## config.mk

```make
export PLATFORM = sky130hd
export DESIGN_NAME = config_query_and_temp_store
export DESIGN_NICKNAME = d
export VERILOG_FILES = /design/src/include/cfg_query_pkg.sv /design/src/rtl/config_query_and_temp_store.sv
export SDC_FILE = /design/constraint.sdc
export NUM_CORES = 2
export LEC_CHECK = 0
export ABC_AREA = 0
export BUFFER_PORTS_ARGS = -buffer_cell sky130_fd_sc_hd__buf_2
export CORE_ASPECT_RATIO = 0.6
export CORE_MARGIN = 2
export CORE_UTILIZATION = 30
export CTS_CLUSTER_DIAMETER = 100
export DETAILED_ROUTE_END_ITERATION = 6
export HOLD_SLACK_MARGIN = 0.05
export PLACE_DENSITY = 0.53
export SLEW_MARGIN = 30
export SYNTH_ARGS = -nofsm -noshare
export SYNTH_HDL_FRONTEND = slang
export SYNTH_SLANG_ARGS = --single-unit
export TNS_END_PERCENT = 20
```

## constraint.sdc

```tcl
create_clock -name clk_sys -period 7.8 [get_ports clk_sys]
set_clock_uncertainty 0.1 [all_clocks]
set_input_delay 0 -clock clk_sys [delete_from_list [all_inputs] [get_ports clk_sys]]
set_output_delay 0 -clock clk_sys [all_outputs]
set_load 0.01 [all_outputs]
```

## src/include/cfg_query_pkg.sv

```systemverilog
// Purpose: Constants and types for the configuration query and snapshot block
// Assumes: Classic Wishbone slave, 32-bit data, byte addresses
// Notes:   Real values travel as 32-bit single precision bit patterns
package cfg_query_pkg;

	// Register byte offsets
	localparam logic [7:0] OFF_CMD        = 8'h00;
	localparam logic [7:0] OFF_STATUS     = 8'h04;
	localparam logic [7:0] OFF_RESP0      = 8'h08;
	localparam logic [7:0] OFF_RESP4      = 8'h18;
	localparam logic [7:0] OFF_SPD_SCALE  = 8'h20;
	localparam logic [7:0] OFF_TRQ_OFFSET = 8'h24;
	localparam logic [7:0] OFF_TRQ_SCALE  = 8'h28;
	localparam logic [7:0] OFF_TRIG_LEVEL = 8'h2C;
	localparam logic [7:0] OFF_MISC       = 8'h30;
	localparam logic [7:0] OFF_CHAN       = 8'h34;
	localparam logic [7:0] OFF_WIRING     = 8'h38;
	localparam logic [7:0] OFF_VSCALE0    = 8'h40;
	localparam logic [7:0] OFF_VSCALE3    = 8'h4C;
	localparam logic [7:0] OFF_STANDBY_POWER_QUERY_TIME0 = 8'h50;
	localparam logic [7:0] OFF_STANDBY_POWER_QUERY_TIME2 = 8'h58;
	localparam logic [7:0] OFF_STANDBY_POWER_QUERY_START0 = 8'h60;
	localparam logic [7:0] OFF_STANDBY_POWER_QUERY_START2 = 8'h68;
	localparam logic [7:0] OFF_STANDBY_POWER_QUERY_END0  = 8'h70;
	localparam logic [7:0] OFF_STANDBY_POWER_QUERY_END2  = 8'h78;

	// Command word fields
	localparam int CMD_OP_LSB  = 0;
	localparam int CMD_IDX_LSB = 8;

	// Status word fields
	localparam int ST_VALID_BIT = 0;
	localparam int ST_ERROR_BIT = 1;
	localparam int ST_COUNT_LSB = 4;
	localparam int ST_STR_LSB   = 8;

	// Misc word fields
	localparam int MISC_TB_LSB     = 0;
	localparam int MISC_TIN_LSB    = 8;
	localparam int MISC_TMETH_LSB  = 12;
	localparam int MISC_TPOS_LSB   = 16;
	localparam int MISC_TRQ_LSB    = 20;
	localparam int MISC_STANDBY_POWER_QUERY_LSB   = 24;

	// Channel word fields
	localparam int CHAN_GRP_LSB    = 0;
	localparam int CHAN_SCALED_LSB = 8;

	typedef enum logic [4:0] {
		OP_NONE          = 5'h00,
		OP_SPEED_SCALE   = 5'h01,
		OP_STANDBY       = 5'h02,
		OP_TIMEBASE      = 5'h03,
		OP_TRIGGER       = 5'h04,
		OP_TORQUE_SRC    = 5'h05,
		OP_TORQUE_OFFSET = 5'h06,
		OP_TORQUE_SCALE  = 5'h07,
		OP_VOLTAGE_SCALE = 5'h08,
		OP_GROUP_MEMBER  = 5'h09,
		OP_WIRING        = 5'h0A,
		OP_SNAP_STORE    = 5'h0B,
		OP_SNAP_RESTORE  = 5'h0C
	} cmd_op_t;

	// Limits of the integer codes
	localparam logic [4:0] TIMEBASE_MAX = 5'h14;
	localparam logic [1:0] TORQUE_MAX   = 2'h2;
	localparam logic [2:0] WIRING_MAX   = 3'h4;
	localparam logic [2:0] GROUP_COUNT  = 3'h3;
	localparam logic [2:0] CHAN_COUNT   = 3'h4;

	// Response constants
	localparam logic [7:0]  STR_TIME_METHOD  = 8'h41;
	localparam logic [7:0]  STR_LEVEL_METHOD = 8'h44;
	localparam logic [31:0] REAL_ZERO        = 32'h00000000;
	localparam logic [2:0]  CNT_ONE          = 3'h1;
	localparam logic [2:0]  CNT_LEVEL        = 3'h3;
	localparam logic [2:0]  CNT_TRIGGER      = 3'h4;
	localparam logic [2:0]  CNT_TIME         = 3'h5;
	localparam int          RESP_FIELDS      = 5;

	typedef struct packed {
		logic [31:0]           speedScale;
		logic [31:0]           torqueOffset;
		logic [31:0]           torqueScale;
		logic [31:0]           trigLevel;
		logic [4:0]            timebase;
		logic [2:0]            trigInput;
		logic [1:0]            trigMethod;
		logic [1:0]            trigPos;
		logic [1:0]            torqueSrc;
		logic [2:0]            stbyLevel;
		logic [3:0][1:0]       chanGroup;
		logic [3:0]            chanScaled;
		logic [2:0][2:0]       wiring;
		logic [3:0][31:0]      voltage_scale_query;
		logic [2:0][3:0][7:0]  stbyTime;
		logic [2:0][31:0]      stbyStart;
		logic [2:0][31:0]      stbyEnd;
	} cfg_t;

	localparam cfg_t CFG_RESET = '0;

endpackage

```

## src/rtl/config_query_and_temp_store.sv

```systemverilog
// Purpose: Configuration query answers and volatile configuration snapshot
// Assumes: Classic Wishbone master, one request outstanding, full-word sel for commands
// Notes:   Ack comes one cycle after the request; write takes effect at that edge
`timescale 1ns/100ps

// Overview of operation
// - Speed scale query answers the stored scale as one real field.
// - Time-based standby answers string A then four integer minimum times.
// - Level standby answers string D, start level real, end level real.
// - Timebase query answers code 0 to 20 in 1-2-5 steps.
// - Trigger query answers input, method, position integers then level real.
// - Trigger input code 0 to 7 selects a channel voltage or current.
// - Trigger method codes 0 to 3: rising, falling, rectified, high frequency.
// - Trigger position codes 0 to 3 mean 0, 25, 50, 75 percent.
// - Fourth trigger field is the configured trigger level real.
// - Torque source answers 0 none, 1 analog, 2 digital.
// - Torque offset and scale queries answer one real field each.
// - Voltage scale query answers the factor, or 0.0 when unscaled.
// - Group membership answers group 1 to 3, or 0 when absent.
// - Wiring query answers code 0 to 4 per group.
// - Store command copies the whole configuration into the snapshot.
// - Snapshot is volatile and empty after reset.
// - Restore reloads the snapshot, or raises a command error if none.
// - One restore allowed per store.
module config_query_and_temp_store (
	input  wire logic        clk_sys,
	input  wire logic        rst_n,
	input  wire logic        cyc_i,
	input  wire logic        stb_i,
	input  wire logic        we_i,
	input  wire logic [7:0]  adr_i,
	input  wire logic [3:0]  sel_i,
	input  wire logic [31:0] dat_i,
	output logic      [31:0] dat_o,
	output logic             ack_o
);

	function automatic logic [31:0] mergeBytes(input logic [31:0] old, input logic [31:0] wr,
		input logic [3:0] sel);
		logic [31:0] res;
		res = old;
		for (int i = 0; i < 4; i++) begin
			if (sel[i]) begin
				res[i*8 +: 8] = wr[i*8 +: 8];
			end
		end
		return res;
	endfunction

	function automatic logic inRange(input logic [2:0] idx, input logic [2:0] top);
		return (idx != 3'h0) && (idx <= top);
	endfunction

	cfg_query_pkg::cfg_t cfg_q;
	cfg_query_pkg::cfg_t snap_q;
	logic                snapValid_q;
	logic                cmdError_q;
	logic [2:0]          respCount_q;
	logic [7:0]          respStr_q;
	logic [31:0]         respField_q [cfg_query_pkg::RESP_FIELDS];
	logic                ack_q;
	logic                ack_d;
	logic [31:0]         dat_q;
	logic [31:0]         dat_d;

	logic                access;
	logic                wrEn;
	logic                cmdFire;
	logic [4:0]          cmdOp;
	logic [2:0]          cmdIdx;
	logic [1:0]          grpSel;
	logic [1:0]          chSel;
	logic                storeFire;
	logic                restoreFire;
	logic                cmdBad;

	assign access = cyc_i && stb_i && !ack_q;
	assign ack_d  = access;
	assign wrEn   = access && we_i;
	assign cmdFire = wrEn && (adr_i == cfg_query_pkg::OFF_CMD) && (sel_i == 4'hF);
	assign cmdOp   = dat_i[cfg_query_pkg::CMD_OP_LSB +: 5];
	assign cmdIdx  = dat_i[cfg_query_pkg::CMD_IDX_LSB +: 3];
	assign grpSel  = 2'(cmdIdx - 3'h1);
	assign chSel   = 2'(cmdIdx - 3'h1);
	assign storeFire   = cmdFire && (cmdOp == cfg_query_pkg::OP_SNAP_STORE);
	assign restoreFire = cmdFire && (cmdOp == cfg_query_pkg::OP_SNAP_RESTORE);

	// Bus answer
	always_ff @(posedge clk_sys) begin
		if (!rst_n) begin
			ack_q <= 1'b0;
			dat_q <= 32'h00000000;
		end else begin
			ack_q <= ack_d;
			dat_q <= ack_d ? dat_d : 32'h00000000;
		end
	end

	assign ack_o = ack_q;
	assign dat_o = dat_q;

	// Read mux
	always_comb begin
		dat_d = 32'h00000000;
		unique case (adr_i)
			cfg_query_pkg::OFF_STATUS: begin
				dat_d[cfg_query_pkg::ST_VALID_BIT]      = snapValid_q;
				dat_d[cfg_query_pkg::ST_ERROR_BIT]      = cmdError_q;
				dat_d[cfg_query_pkg::ST_COUNT_LSB +: 3] = respCount_q;
				dat_d[cfg_query_pkg::ST_STR_LSB +: 8]   = respStr_q;
			end
			cfg_query_pkg::OFF_SPD_SCALE:  dat_d = cfg_q.speedScale;
			cfg_query_pkg::OFF_TRQ_OFFSET: dat_d = cfg_q.torqueOffset;
			cfg_query_pkg::OFF_TRQ_SCALE:  dat_d = cfg_q.torqueScale;
			cfg_query_pkg::OFF_TRIG_LEVEL: dat_d = cfg_q.trigLevel;
			cfg_query_pkg::OFF_MISC: begin
				dat_d[cfg_query_pkg::MISC_TB_LSB +: 5]    = cfg_q.timebase;
				dat_d[cfg_query_pkg::MISC_TIN_LSB +: 3]   = cfg_q.trigInput;
				dat_d[cfg_query_pkg::MISC_TMETH_LSB +: 2] = cfg_q.trigMethod;
				dat_d[cfg_query_pkg::MISC_TPOS_LSB +: 2]  = cfg_q.trigPos;
				dat_d[cfg_query_pkg::MISC_TRQ_LSB +: 2]   = cfg_q.torqueSrc;
				dat_d[cfg_query_pkg::MISC_STANDBY_POWER_QUERY_LSB +: 3]  = cfg_q.stbyLevel;
			end
			cfg_query_pkg::OFF_CHAN: begin
				dat_d[cfg_query_pkg::CHAN_GRP_LSB +: 8]    = cfg_q.chanGroup;
				dat_d[cfg_query_pkg::CHAN_SCALED_LSB +: 4] = cfg_q.chanScaled;
			end
			cfg_query_pkg::OFF_WIRING: dat_d[8:0] = cfg_q.wiring;
			default: begin
				if (adr_i >= cfg_query_pkg::OFF_RESP0 && adr_i <= cfg_query_pkg::OFF_RESP4
					&& adr_i[1:0] == 2'h0) begin
					dat_d = respField_q[3'(adr_i[4:2] - 3'h2)];
				end else if (adr_i >= cfg_query_pkg::OFF_VSCALE0 && adr_i <= cfg_query_pkg::OFF_VSCALE3) begin
					dat_d = cfg_q.voltage_scale_query[adr_i[3:2]];
				end else if (adr_i >= cfg_query_pkg::OFF_STANDBY_POWER_QUERY_TIME0
					&& adr_i <= cfg_query_pkg::OFF_STANDBY_POWER_QUERY_TIME2) begin
					dat_d = cfg_q.stbyTime[adr_i[3:2]];
				end else if (adr_i >= cfg_query_pkg::OFF_STANDBY_POWER_QUERY_START0
					&& adr_i <= cfg_query_pkg::OFF_STANDBY_POWER_QUERY_START2) begin
					dat_d = cfg_q.stbyStart[adr_i[3:2]];
				end else if (adr_i >= cfg_query_pkg::OFF_STANDBY_POWER_QUERY_END0
					&& adr_i <= cfg_query_pkg::OFF_STANDBY_POWER_QUERY_END2) begin
					dat_d = cfg_q.stbyEnd[adr_i[3:2]];
				end
			end
		endcase
	end

	// Live configuration: software writes and snapshot restore
	always_ff @(posedge clk_sys) begin
		if (!rst_n) begin
			cfg_q <= cfg_query_pkg::CFG_RESET;
		end else if (restoreFire && snapValid_q) begin
			cfg_q <= snap_q;
		end else if (wrEn) begin
			unique case (adr_i)
				cfg_query_pkg::OFF_SPD_SCALE:  cfg_q.speedScale   <= mergeBytes(cfg_q.speedScale, dat_i, sel_i);
				cfg_query_pkg::OFF_TRQ_OFFSET: cfg_q.torqueOffset <= mergeBytes(cfg_q.torqueOffset, dat_i, sel_i);
				cfg_query_pkg::OFF_TRQ_SCALE:  cfg_q.torqueScale  <= mergeBytes(cfg_q.torqueScale, dat_i, sel_i);
				cfg_query_pkg::OFF_TRIG_LEVEL: cfg_q.trigLevel    <= mergeBytes(cfg_q.trigLevel, dat_i, sel_i);
				cfg_query_pkg::OFF_MISC: begin
					if (dat_i[cfg_query_pkg::MISC_TB_LSB +: 5] <= cfg_query_pkg::TIMEBASE_MAX) begin
						cfg_q.timebase <= dat_i[cfg_query_pkg::MISC_TB_LSB +: 5];
					end
					cfg_q.trigInput  <= dat_i[cfg_query_pkg::MISC_TIN_LSB +: 3];
					cfg_q.trigMethod <= dat_i[cfg_query_pkg::MISC_TMETH_LSB +: 2];
					cfg_q.trigPos    <= dat_i[cfg_query_pkg::MISC_TPOS_LSB +: 2];
					if (dat_i[cfg_query_pkg::MISC_TRQ_LSB +: 2] <= cfg_query_pkg::TORQUE_MAX) begin
						cfg_q.torqueSrc <= dat_i[cfg_query_pkg::MISC_TRQ_LSB +: 2];
					end
					cfg_q.stbyLevel <= dat_i[cfg_query_pkg::MISC_STANDBY_POWER_QUERY_LSB +: 3];
				end
				cfg_query_pkg::OFF_CHAN: begin
					for (int c = 0; c < 4; c++) begin
						cfg_q.chanGroup[c] <= dat_i[cfg_query_pkg::CHAN_GRP_LSB + 2*c +: 2];
					end
					cfg_q.chanScaled <= dat_i[cfg_query_pkg::CHAN_SCALED_LSB +: 4];
				end
				cfg_query_pkg::OFF_WIRING: begin
					for (int g = 0; g < 3; g++) begin
						if (dat_i[3*g +: 3] <= cfg_query_pkg::WIRING_MAX) begin
							cfg_q.wiring[g] <= dat_i[3*g +: 3];
						end
					end
				end
				default: begin
					if (adr_i >= cfg_query_pkg::OFF_VSCALE0 && adr_i <= cfg_query_pkg::OFF_VSCALE3) begin
						cfg_q.voltage_scale_query[adr_i[3:2]] <= mergeBytes(cfg_q.voltage_scale_query[adr_i[3:2]], dat_i, sel_i);
					end else if (adr_i >= cfg_query_pkg::OFF_STANDBY_POWER_QUERY_TIME0
						&& adr_i <= cfg_query_pkg::OFF_STANDBY_POWER_QUERY_TIME2) begin
						cfg_q.stbyTime[adr_i[3:2]] <= mergeBytes(cfg_q.stbyTime[adr_i[3:2]], dat_i, sel_i);
					end else if (adr_i >= cfg_query_pkg::OFF_STANDBY_POWER_QUERY_START0
						&& adr_i <= cfg_query_pkg::OFF_STANDBY_POWER_QUERY_START2) begin
						cfg_q.stbyStart[adr_i[3:2]] <= mergeBytes(cfg_q.stbyStart[adr_i[3:2]], dat_i, sel_i);
					end else if (adr_i >= cfg_query_pkg::OFF_STANDBY_POWER_QUERY_END0
						&& adr_i <= cfg_query_pkg::OFF_STANDBY_POWER_QUERY_END2) begin
						cfg_q.stbyEnd[adr_i[3:2]] <= mergeBytes(cfg_q.stbyEnd[adr_i[3:2]], dat_i, sel_i);
					end
				end
			endcase
		end
	end

	// Volatile snapshot store
	always_ff @(posedge clk_sys) begin
		if (!rst_n) begin
			snap_q      <= cfg_query_pkg::CFG_RESET;
			snapValid_q <= 1'b0;
		end else if (storeFire) begin
			snap_q      <= cfg_q;
			snapValid_q <= 1'b1;
		end else if (restoreFire) begin
			snapValid_q <= 1'b0;
		end
	end

	// Command error flag, set wins over write-one clear
	always_comb begin
		cmdBad = 1'b0;
		if (cmdFire) begin
			unique case (cmdOp)
				cfg_query_pkg::OP_SNAP_RESTORE: cmdBad = !snapValid_q;
				cfg_query_pkg::OP_STANDBY, cfg_query_pkg::OP_WIRING:
					cmdBad = !inRange(cmdIdx, cfg_query_pkg::GROUP_COUNT);
				cfg_query_pkg::OP_VOLTAGE_SCALE, cfg_query_pkg::OP_GROUP_MEMBER:
					cmdBad = !inRange(cmdIdx, cfg_query_pkg::CHAN_COUNT);
				default: cmdBad = (cmdOp == 5'h00) || (cmdOp > 5'h0C);
			endcase
		end
	end

	always_ff @(posedge clk_sys) begin
		if (!rst_n) begin
			cmdError_q <= 1'b0;
		end else if (cmdBad) begin
			cmdError_q <= 1'b1;
		end else if (wrEn && adr_i == cfg_query_pkg::OFF_STATUS && sel_i[0]
			&& dat_i[cfg_query_pkg::ST_ERROR_BIT]) begin
			cmdError_q <= 1'b0;
		end
	end

	// Query responses
	always_ff @(posedge clk_sys) begin
		if (!rst_n) begin
			respCount_q <= 3'h0;
			respStr_q   <= 8'h00;
			for (int i = 0; i < cfg_query_pkg::RESP_FIELDS; i++) begin
				respField_q[i] <= 32'h00000000;
			end
		end else if (cmdFire && !cmdBad && cmdOp != cfg_query_pkg::OP_SNAP_STORE
			&& cmdOp != cfg_query_pkg::OP_SNAP_RESTORE) begin
			respStr_q   <= 8'h00;
			respCount_q <= cfg_query_pkg::CNT_ONE;
			for (int i = 1; i < cfg_query_pkg::RESP_FIELDS; i++) begin
				respField_q[i] <= 32'h00000000;
			end
			unique case (cmdOp)
				cfg_query_pkg::OP_SPEED_SCALE:   respField_q[0] <= cfg_q.speedScale;
				cfg_query_pkg::OP_TIMEBASE:      respField_q[0] <= 32'(cfg_q.timebase);
				cfg_query_pkg::OP_TORQUE_SRC:    respField_q[0] <= 32'(cfg_q.torqueSrc);
				cfg_query_pkg::OP_TORQUE_OFFSET: respField_q[0] <= cfg_q.torqueOffset;
				cfg_query_pkg::OP_TORQUE_SCALE:  respField_q[0] <= cfg_q.torqueScale;
				cfg_query_pkg::OP_VOLTAGE_SCALE: respField_q[0] <= cfg_q.chanScaled[chSel]
					? cfg_q.voltage_scale_query[chSel] : cfg_query_pkg::REAL_ZERO;
				cfg_query_pkg::OP_GROUP_MEMBER:  respField_q[0] <= 32'(cfg_q.chanGroup[chSel]);
				cfg_query_pkg::OP_WIRING:        respField_q[0] <= 32'(cfg_q.wiring[grpSel]);
				cfg_query_pkg::OP_TRIGGER: begin
					respCount_q    <= cfg_query_pkg::CNT_TRIGGER;
					respField_q[0] <= 32'(cfg_q.trigInput);
					respField_q[1] <= 32'(cfg_q.trigMethod);
					respField_q[2] <= 32'(cfg_q.trigPos);
					respField_q[3] <= cfg_q.trigLevel;
				end
				default: begin
					if (cfg_q.stbyLevel[grpSel]) begin
						respStr_q      <= cfg_query_pkg::STR_LEVEL_METHOD;
						respCount_q    <= cfg_query_pkg::CNT_LEVEL;
						respField_q[0] <= 32'h00000000;
						respField_q[1] <= cfg_q.stbyStart[grpSel];
						respField_q[2] <= cfg_q.stbyEnd[grpSel];
					end else begin
						respStr_q   <= cfg_query_pkg::STR_TIME_METHOD;
						respCount_q <= cfg_query_pkg::CNT_TIME;
						respField_q[0] <= 32'h00000000;
						for (int k = 0; k < 4; k++) begin
							respField_q[k+1] <= 32'(cfg_q.stbyTime[grpSel][k]);
						end
					end
				end
			endcase
		end
	end

	// Checks
	a_restore_no_save: assert property (@(posedge clk_sys) disable iff (!rst_n)
		restoreFire && !snapValid_q |=> cmdError_q && cfg_q == $past(cfg_q))
		else $error("restore without snapshot did not raise error");
	a_restore_loads_cfg: assert property (@(posedge clk_sys) disable iff (!rst_n)
		restoreFire && snapValid_q |=> cfg_q == $past(snap_q))
		else $error("restore did not load snapshot");
	a_single_restore: assert property (@(posedge clk_sys) disable iff (!rst_n)
		restoreFire && snapValid_q |=> !snapValid_q ##1 !snapValid_q || $past(storeFire))
		else $error("snapshot still valid after restore");
	a_store_copies_cfg: assert property (@(posedge clk_sys) disable iff (!rst_n)
		storeFire |=> snapValid_q && snap_q == $past(cfg_q))
		else $error("store did not copy configuration");
	a_reset_empty: assert property (@(posedge clk_sys)
		!rst_n |=> !snapValid_q)
		else $error("snapshot valid after reset");
	a_timebase_range: assert property (@(posedge clk_sys) disable iff (!rst_n)
		cfg_q.timebase <= cfg_query_pkg::TIMEBASE_MAX)
		else $error("timebase code out of range");
	a_trigger_fields: assert property (@(posedge clk_sys) disable iff (!rst_n)
		cmdFire && cmdOp == cfg_query_pkg::OP_TRIGGER |=> respCount_q == 3'h4
		&& respField_q[3] == $past(cfg_q.trigLevel) && respField_q[0] == 32'($past(cfg_q.trigInput)))
		else $error("trigger answer malformed");
	a_standby_time: assert property (@(posedge clk_sys) disable iff (!rst_n)
		cmdFire && !cmdBad && cmdOp == cfg_query_pkg::OP_STANDBY && !cfg_q.stbyLevel[grpSel]
		|=> respStr_q == 8'h41 && respCount_q == 3'h5)
		else $error("time standby answer malformed");
	a_standby_level: assert property (@(posedge clk_sys) disable iff (!rst_n)
		cmdFire && !cmdBad && cmdOp == cfg_query_pkg::OP_STANDBY && cfg_q.stbyLevel[grpSel]
		|=> respStr_q == 8'h44 && respCount_q == 3'h3)
		else $error("level standby answer malformed");
	a_voltage_scale_query_zero: assert property (@(posedge clk_sys) disable iff (!rst_n)
		cmdFire && !cmdBad && cmdOp == cfg_query_pkg::OP_VOLTAGE_SCALE && !cfg_q.chanScaled[chSel]
		|=> respField_q[0] == 32'h00000000)
		else $error("unscaled channel answered nonzero");
	a_ack_pulse: assert property (@(posedge clk_sys) disable iff (!rst_n)
		ack_q |=> !ack_q)
		else $error("ack held longer than one cycle");
	a_bad_cmd_flag: assert property (@(posedge clk_sys) disable iff (!rst_n)
		cmdBad |=> cmdError_q)
		else $error("bad command did not raise error");
	a_bad_keeps_resp: assert property (@(posedge clk_sys) disable iff (!rst_n)
		cmdBad |=> respCount_q == $past(respCount_q) && respStr_q == $past(respStr_q))
		else $error("bad command changed the answer");
	a_valid_cleared: assert property (@(posedge clk_sys) disable iff (!rst_n)
		restoreFire |=> !snapValid_q)
		else $error("snapshot still valid after restore");
	a_torque_range: assert property (@(posedge clk_sys) disable iff (!rst_n)
		cfg_q.torqueSrc <= cfg_query_pkg::TORQUE_MAX)
		else $error("torque source code out of range");
	a_wiring_range: assert property (@(posedge clk_sys) disable iff (!rst_n)
		cfg_q.wiring[0] <= cfg_query_pkg::WIRING_MAX && cfg_q.wiring[1] <= cfg_query_pkg::WIRING_MAX
		&& cfg_q.wiring[2] <= cfg_query_pkg::WIRING_MAX)
		else $error("wiring code out of range");
	a_speed_answer: assert property (@(posedge clk_sys) disable iff (!rst_n)
		cmdFire && cmdOp == cfg_query_pkg::OP_SPEED_SCALE |=> respField_q[0] == $past(cfg_q.speedScale))
		else $error("speed scale answer wrong");
	a_timebase_answer: assert property (@(posedge clk_sys) disable iff (!rst_n)
		cmdFire && cmdOp == cfg_query_pkg::OP_TIMEBASE |=> respField_q[0] == 32'($past(cfg_q.timebase)))
		else $error("timebase answer wrong");
	a_member_answer: assert property (@(posedge clk_sys) disable iff (!rst_n)
		cmdFire && !cmdBad && cmdOp == cfg_query_pkg::OP_GROUP_MEMBER
		|=> respField_q[0] == 32'($past(cfg_q.chanGroup[chSel])))
		else $error("group membership answer wrong");
	a_ack_follows_req: assert property (@(posedge clk_sys) disable iff (!rst_n)
		cyc_i && stb_i && !ack_q |=> ack_q)
		else $error("request not acknowledged");
	a_idle_data_zero: assert property (@(posedge clk_sys) disable iff (!rst_n)
		!ack_q |-> dat_q == 32'h00000000)
		else $error("read data nonzero without ack");

	c_store_restore: cover property (@(posedge clk_sys) disable iff (!rst_n)
		storeFire ##[1:50] restoreFire && snapValid_q);
	c_double_restore: cover property (@(posedge clk_sys) disable iff (!rst_n)
		restoreFire && snapValid_q ##[1:50] restoreFire);
	c_trigger_query: cover property (@(posedge clk_sys) disable iff (!rst_n)
		cmdFire && cmdOp == cfg_query_pkg::OP_TRIGGER);
	c_bad_index: cover property (@(posedge clk_sys) disable iff (!rst_n)
		cmdBad && cmdOp != cfg_query_pkg::OP_SNAP_RESTORE);
	c_standby_level: cover property (@(posedge clk_sys) disable iff (!rst_n)
		cmdFire && !cmdBad && cmdOp == cfg_query_pkg::OP_STANDBY && cfg_q.stbyLevel[grpSel]);

endmodule

```

==> metrics.log <==
[metrics] detailed-route DRC error count: 5
[metrics] violations in the final reports: DRC
[metrics] total clock buffers created by CTS: 145
[metrics] Hold Vio Cnt, Final: 0
[metrics] number of antenna violations at the first check in global routing: 23
[metrics] post-DP HPWL: around 160000 µm
[metrics] Via Count: around 57000
[metrics] Final TNS setup: 0 ps
[metrics] standard cell core area: 205000 µm²
[metrics] worst supply voltage drop on vdd: between 0.1 and 0.15 mV
[metrics] count of port buffers added during placement: 81
[metrics] wire length of the first global-routing pass: approximately 370000 µm
[metrics] Synthesized Nets: 7403
[metrics] endpoint type of the worst setup path: flip-flop
[metrics] Crit Path Category: input pin to flip-flop
[metrics] initial DRC count: approximately 7000
[metrics] ratio of final minimum period to clock period: 62.3%
[metrics] share of power burned in registers: between 40% and 50%
[metrics] largest driver fanout on the critical path: 68
[metrics] per-cell routed wire length: roughly 26 µm
[metrics] power density of the placed cells: between 200 and 250 nW/µm²
[metrics] fraction of final layout cells with drive strength greater than 1: between 10% and 20%
[metrics] detailed-router iteration count before antenna repair: 7
[metrics] share of synthesized flip-flops with an asynchronous set or reset: 0%
[metrics] post-synthesis register bit count: approximately 1300
[metrics] switching power share of the total: ~25%
[metrics] Die ar.: approximately 210000 µm²
[metrics] synthesis-to-layout area growth: 12.4%
[metrics] Max Cap Viol: 0
[metrics] Resize count post-CTS: 0
[metrics] number of nets with antenna violations after routing: 0
[metrics] overall overflow remaining after global route: 0
[metrics] Final GP Congestion: between 0.8 and 0.9
[metrics] Clock Pin Slew Worst Setup and Hold Paths: 70 ps
[metrics] H-tree Lvls: 4
[metrics] predominant post-synthesis flop cell: sky130_fd_sc_hd__dfxtp_1
[metrics] worst-case headroom to the max-slew limit: approximately 22%
[metrics] Post-layout nets: 7125
[metrics] maximum clock path buffer count: 4
[metrics] via count of the first global-routing pass: 53051
[metrics] Static Leakage: 21.6 nW
[metrics] Clk network pwr share: 48.0%
[metrics] sort of element at the start of the critical path: input pin
[metrics] clock latency on the worst-skew pair: around 800 ps
[metrics] Total Power: 14.9 mW
[metrics] transition time of the tightest slew-check pin: 1160 ps
[metrics] global router's overall resource usage: 23.6%
[metrics] Hold/Removal Path Class: input pin to flip-flop
[metrics] arrival time of data at the critical path endpoint: 5460 ps
[metrics] total number of yosys warnings: 0
[metrics] Post-Synthesis Mean Instance Area: between 8 and 9 µm²
[metrics] result of the run: finished, violations left
[metrics] area of the mapped netlist: just over 60000 µm²
[metrics] clock tree from TritonCTS: yes
[metrics] Mapped Cells: roughly 7300
[metrics] floorplan row count: about 130
[metrics] Max Freq: 0.206 GHz
[metrics] die extent in x: slightly below 600 µm
[metrics] WP data required: 8400 ps
[metrics] number of sinks handled by clock tree synthesis: between 1000 and 1500
[metrics] Clock Root Buffer: sky130_fd_sc_hd__clkbuf_16
[metrics] vias per cell: a little under 6
[metrics] Ports: a little over 80
[metrics] cell-internal power: approximately 11 mW
[metrics] setup repair after global routing missed its margin: no
[metrics] largest net degree at the start of global routing: around 200
[metrics] final critical delay including setup and external delays: between 4000 and 5000 ps
[metrics] total net switching power: 3.67 mW
[metrics] number of synthesized flops with an enable pin: 64
[metrics] share of total power in combinational logic: under 10%
[metrics] initial core utilization: between 30% and 40%
[metrics] vertical die dimension: about 360 µm
[metrics] WL final: approximately 260000 µm
[metrics] Netlist cell types: 73
[metrics] number of slew-limit violations in the final report: 0
[metrics] Seq/Total Area, Yosys: around 44%
[metrics] number of setup violations in the final report: 0
[area by class of cell]
class | instances | area (µm²)
clock buffer | 207 | 4320
clock inverter | 40 | 433
timing repair buffer | 255 | 2110
antenna | 6 | 15.0
multi-input combinational | 5273 | 31500
inverter | 54 | 213
sequential | 1341 | 27500
fill | 20891 | 136000
tap | 2751 | 3440
[routing by layer]
layer,share of wire [%],vias to the layer above,GRT usage [%]
li1,-,25445,-
met1,46,28409,35.0
met2,41,2964,33.3
met3,9.8,481,5.13
met4,3.5,18,8.29
met5,0.040,-,0
[through the flow]
step                      instance area (µm²)  worst slack (ps)  utilization [%]  hold WS [ps]  cells
after floorplan                         61900              4190                -           139   7348
after global placement                  64000              3020             31.2           290   9615
after detailed placement                64200              3340             31.2           294   9618
after CTS                               69400              3140             33.8          54.9   9919
after global routing                    69500              2890             33.8          84.2   9923
final                                   69500              2940             33.8          94.5   9927
[cells in the mapped netlist (11+ instances only)]
library cell / number / area [µm²]
sky130_fd_sc_hd__dfxtp_1: 1277 / 25600
sky130_fd_sc_hd__clkbuf_1: 397 / 1490
sky130_fd_sc_hd__a21oi_1: 952 / 4760
sky130_fd_sc_hd__o21ai_1: 28 / 140
sky130_fd_sc_hd__a31oi_1: 22 / 138
sky130_fd_sc_hd__nor3_1: 71 / 355
sky130_fd_sc_hd__a22o_1: 16 / 140
sky130_fd_sc_hd__mux2_2: 17 / 191
sky130_fd_sc_hd__a22oi_1: 291 / 2180
sky130_fd_sc_hd__o221ai_1: 66 / 578
sky130_fd_sc_hd__nand3_1: 60 / 300
sky130_fd_sc_hd__nand2_1: 1558 / 5850
sky130_fd_sc_hd__mux4_2: 129 / 2910
sky130_fd_sc_hd__edfxtp_1: 64 / 1920
sky130_fd_sc_hd__o21a_1: 89 / 668
sky130_fd_sc_hd__a221oi_1: 27 / 236
sky130_fd_sc_hd__o211ai_1: 48 / 360
sky130_fd_sc_hd__buf_1: 38 / 143
sky130_fd_sc_hd__inv_1: 53 / 199
sky130_fd_sc_hd__o22ai_1: 41 / 257
sky130_fd_sc_hd__nor2_1: 718 / 2700
sky130_fd_sc_hd__a21boi_0: 11 / 82.6
sky130_fd_sc_hd__mux2i_1: 233 / 2330
sky130_fd_sc_hd__nand2b_1: 43 / 269
sky130_fd_sc_hd__nor2b_1: 44 / 275
sky130_fd_sc_hd__a211oi_1: 297 / 2230
sky130_fd_sc_hd__o21ai_0: 225 / 1130
sky130_fd_sc_hd__a211oi_2: 158 / 1980
sky130_fd_sc_hd__buf_2: 201 / 1010
sky130_fd_sc_hd__buf_4: 42 / 315
[critical path: stages]
cell and delay (ps):
sky130_fd_sc_hd__dlygate4sd3_1 560, sky130_fd_sc_hd__buf_8 540, sky130_fd_sc_hd__ha_1 250, sky130_fd_sc_hd__or4b_1 450
sky130_fd_sc_hd__a21oi_1 160, sky130_fd_sc_hd__dlygate4sd3_1 570, sky130_fd_sc_hd__buf_4 290, sky130_fd_sc_hd__and2_1 790
sky130_fd_sc_hd__buf_4 440, sky130_fd_sc_hd__nand2_2 180, sky130_fd_sc_hd__a21oi_4 210, sky130_fd_sc_hd__buf_4 560
sky130_fd_sc_hd__nor2_1 100, sky130_fd_sc_hd__a211oi_1 230
[path summary, 6_finish.rpt]
kind / cells past startpoint / slack [ps] / to / startpoint
hold / removal: 4 / 90 / cfg_q[448] / dat_i[10]
hold reg to reg: 2 / 340 / respCount_q[1] / respCount_q[1]
setup / recovery: 14 / 2940 / cfg_q[215] / adr_i[3]
setup reg to reg: 7 / 3120 / snap_q[34] / ack_o
[timing repair]
action | in CTS | in global routing
endpoints found under the hold margin | 412 | 0
setup buffers | 0 | 0
hold buffers | 54 | 0
[placed cells by master (no fill, tap or decap), drive strengths merged, types with 41 or more instances in the layout]
cell type,netlist,routed
nand2,1561,1561
dfxtp,1277,1277
a21oi,957,957
nor2,726,726
a211oi,455,455
a22oi,291,291
o21ai,262,262
mux2i,233,233
clkbuf,397,207
buf,283,201
mux4,129,129
o21a,89,89
nor3,75,75
o221ai,66,66
edfxtp,64,64
nand3,60,60
inv,53,59
dlygate4sd3,0,54
o211ai,48,48
nor2b,44,44
nand2b,43,43
o22ai,41,41
[state kept, by name (all words and copies together) (netlist names)]
signal	cells
snap_q	582
dat_o	32
cmdError_q	1
cfg_q	582
respField_q	136
respCount_q	3
respStr_q	3
snapValid_q	1
ack_o	1
[power by group through the flow]
stage | clock network [mW] | logic (mW) | registers (mW)
after CTS | 7.26 | 0.816 | 6.92
after detailed placement | 0 | 0.791 | 7.08
after floorplan | 0 | 0.482 | 7.07
after global placement | 0 | 0.785 | 7.08
final | 7.15 | 0.842 | 6.92
after global routing | 7.55 | 0.866 | 6.92
[cells by family (layout without fill, tap and decap cells)]
family / count (synthesis) / in the layout / share of synthesized area (%)
AO/OA/AOI/OAI: 2330 / 2330 / 25.0
other: 0 / 6 / 0
adder cells (fa/ha/maj): 6 / 6 / 0.121
flip-flops: 1341 / 1341 / 44.4
multiplexers: 379 / 379 / 8.78
AND/OR/NAND/NOR: 2558 / 2558 / 16.5
buffers and inverters: 734 / 556 / 5.14
No activity file was read; power rests on OpenSTA's default activity.
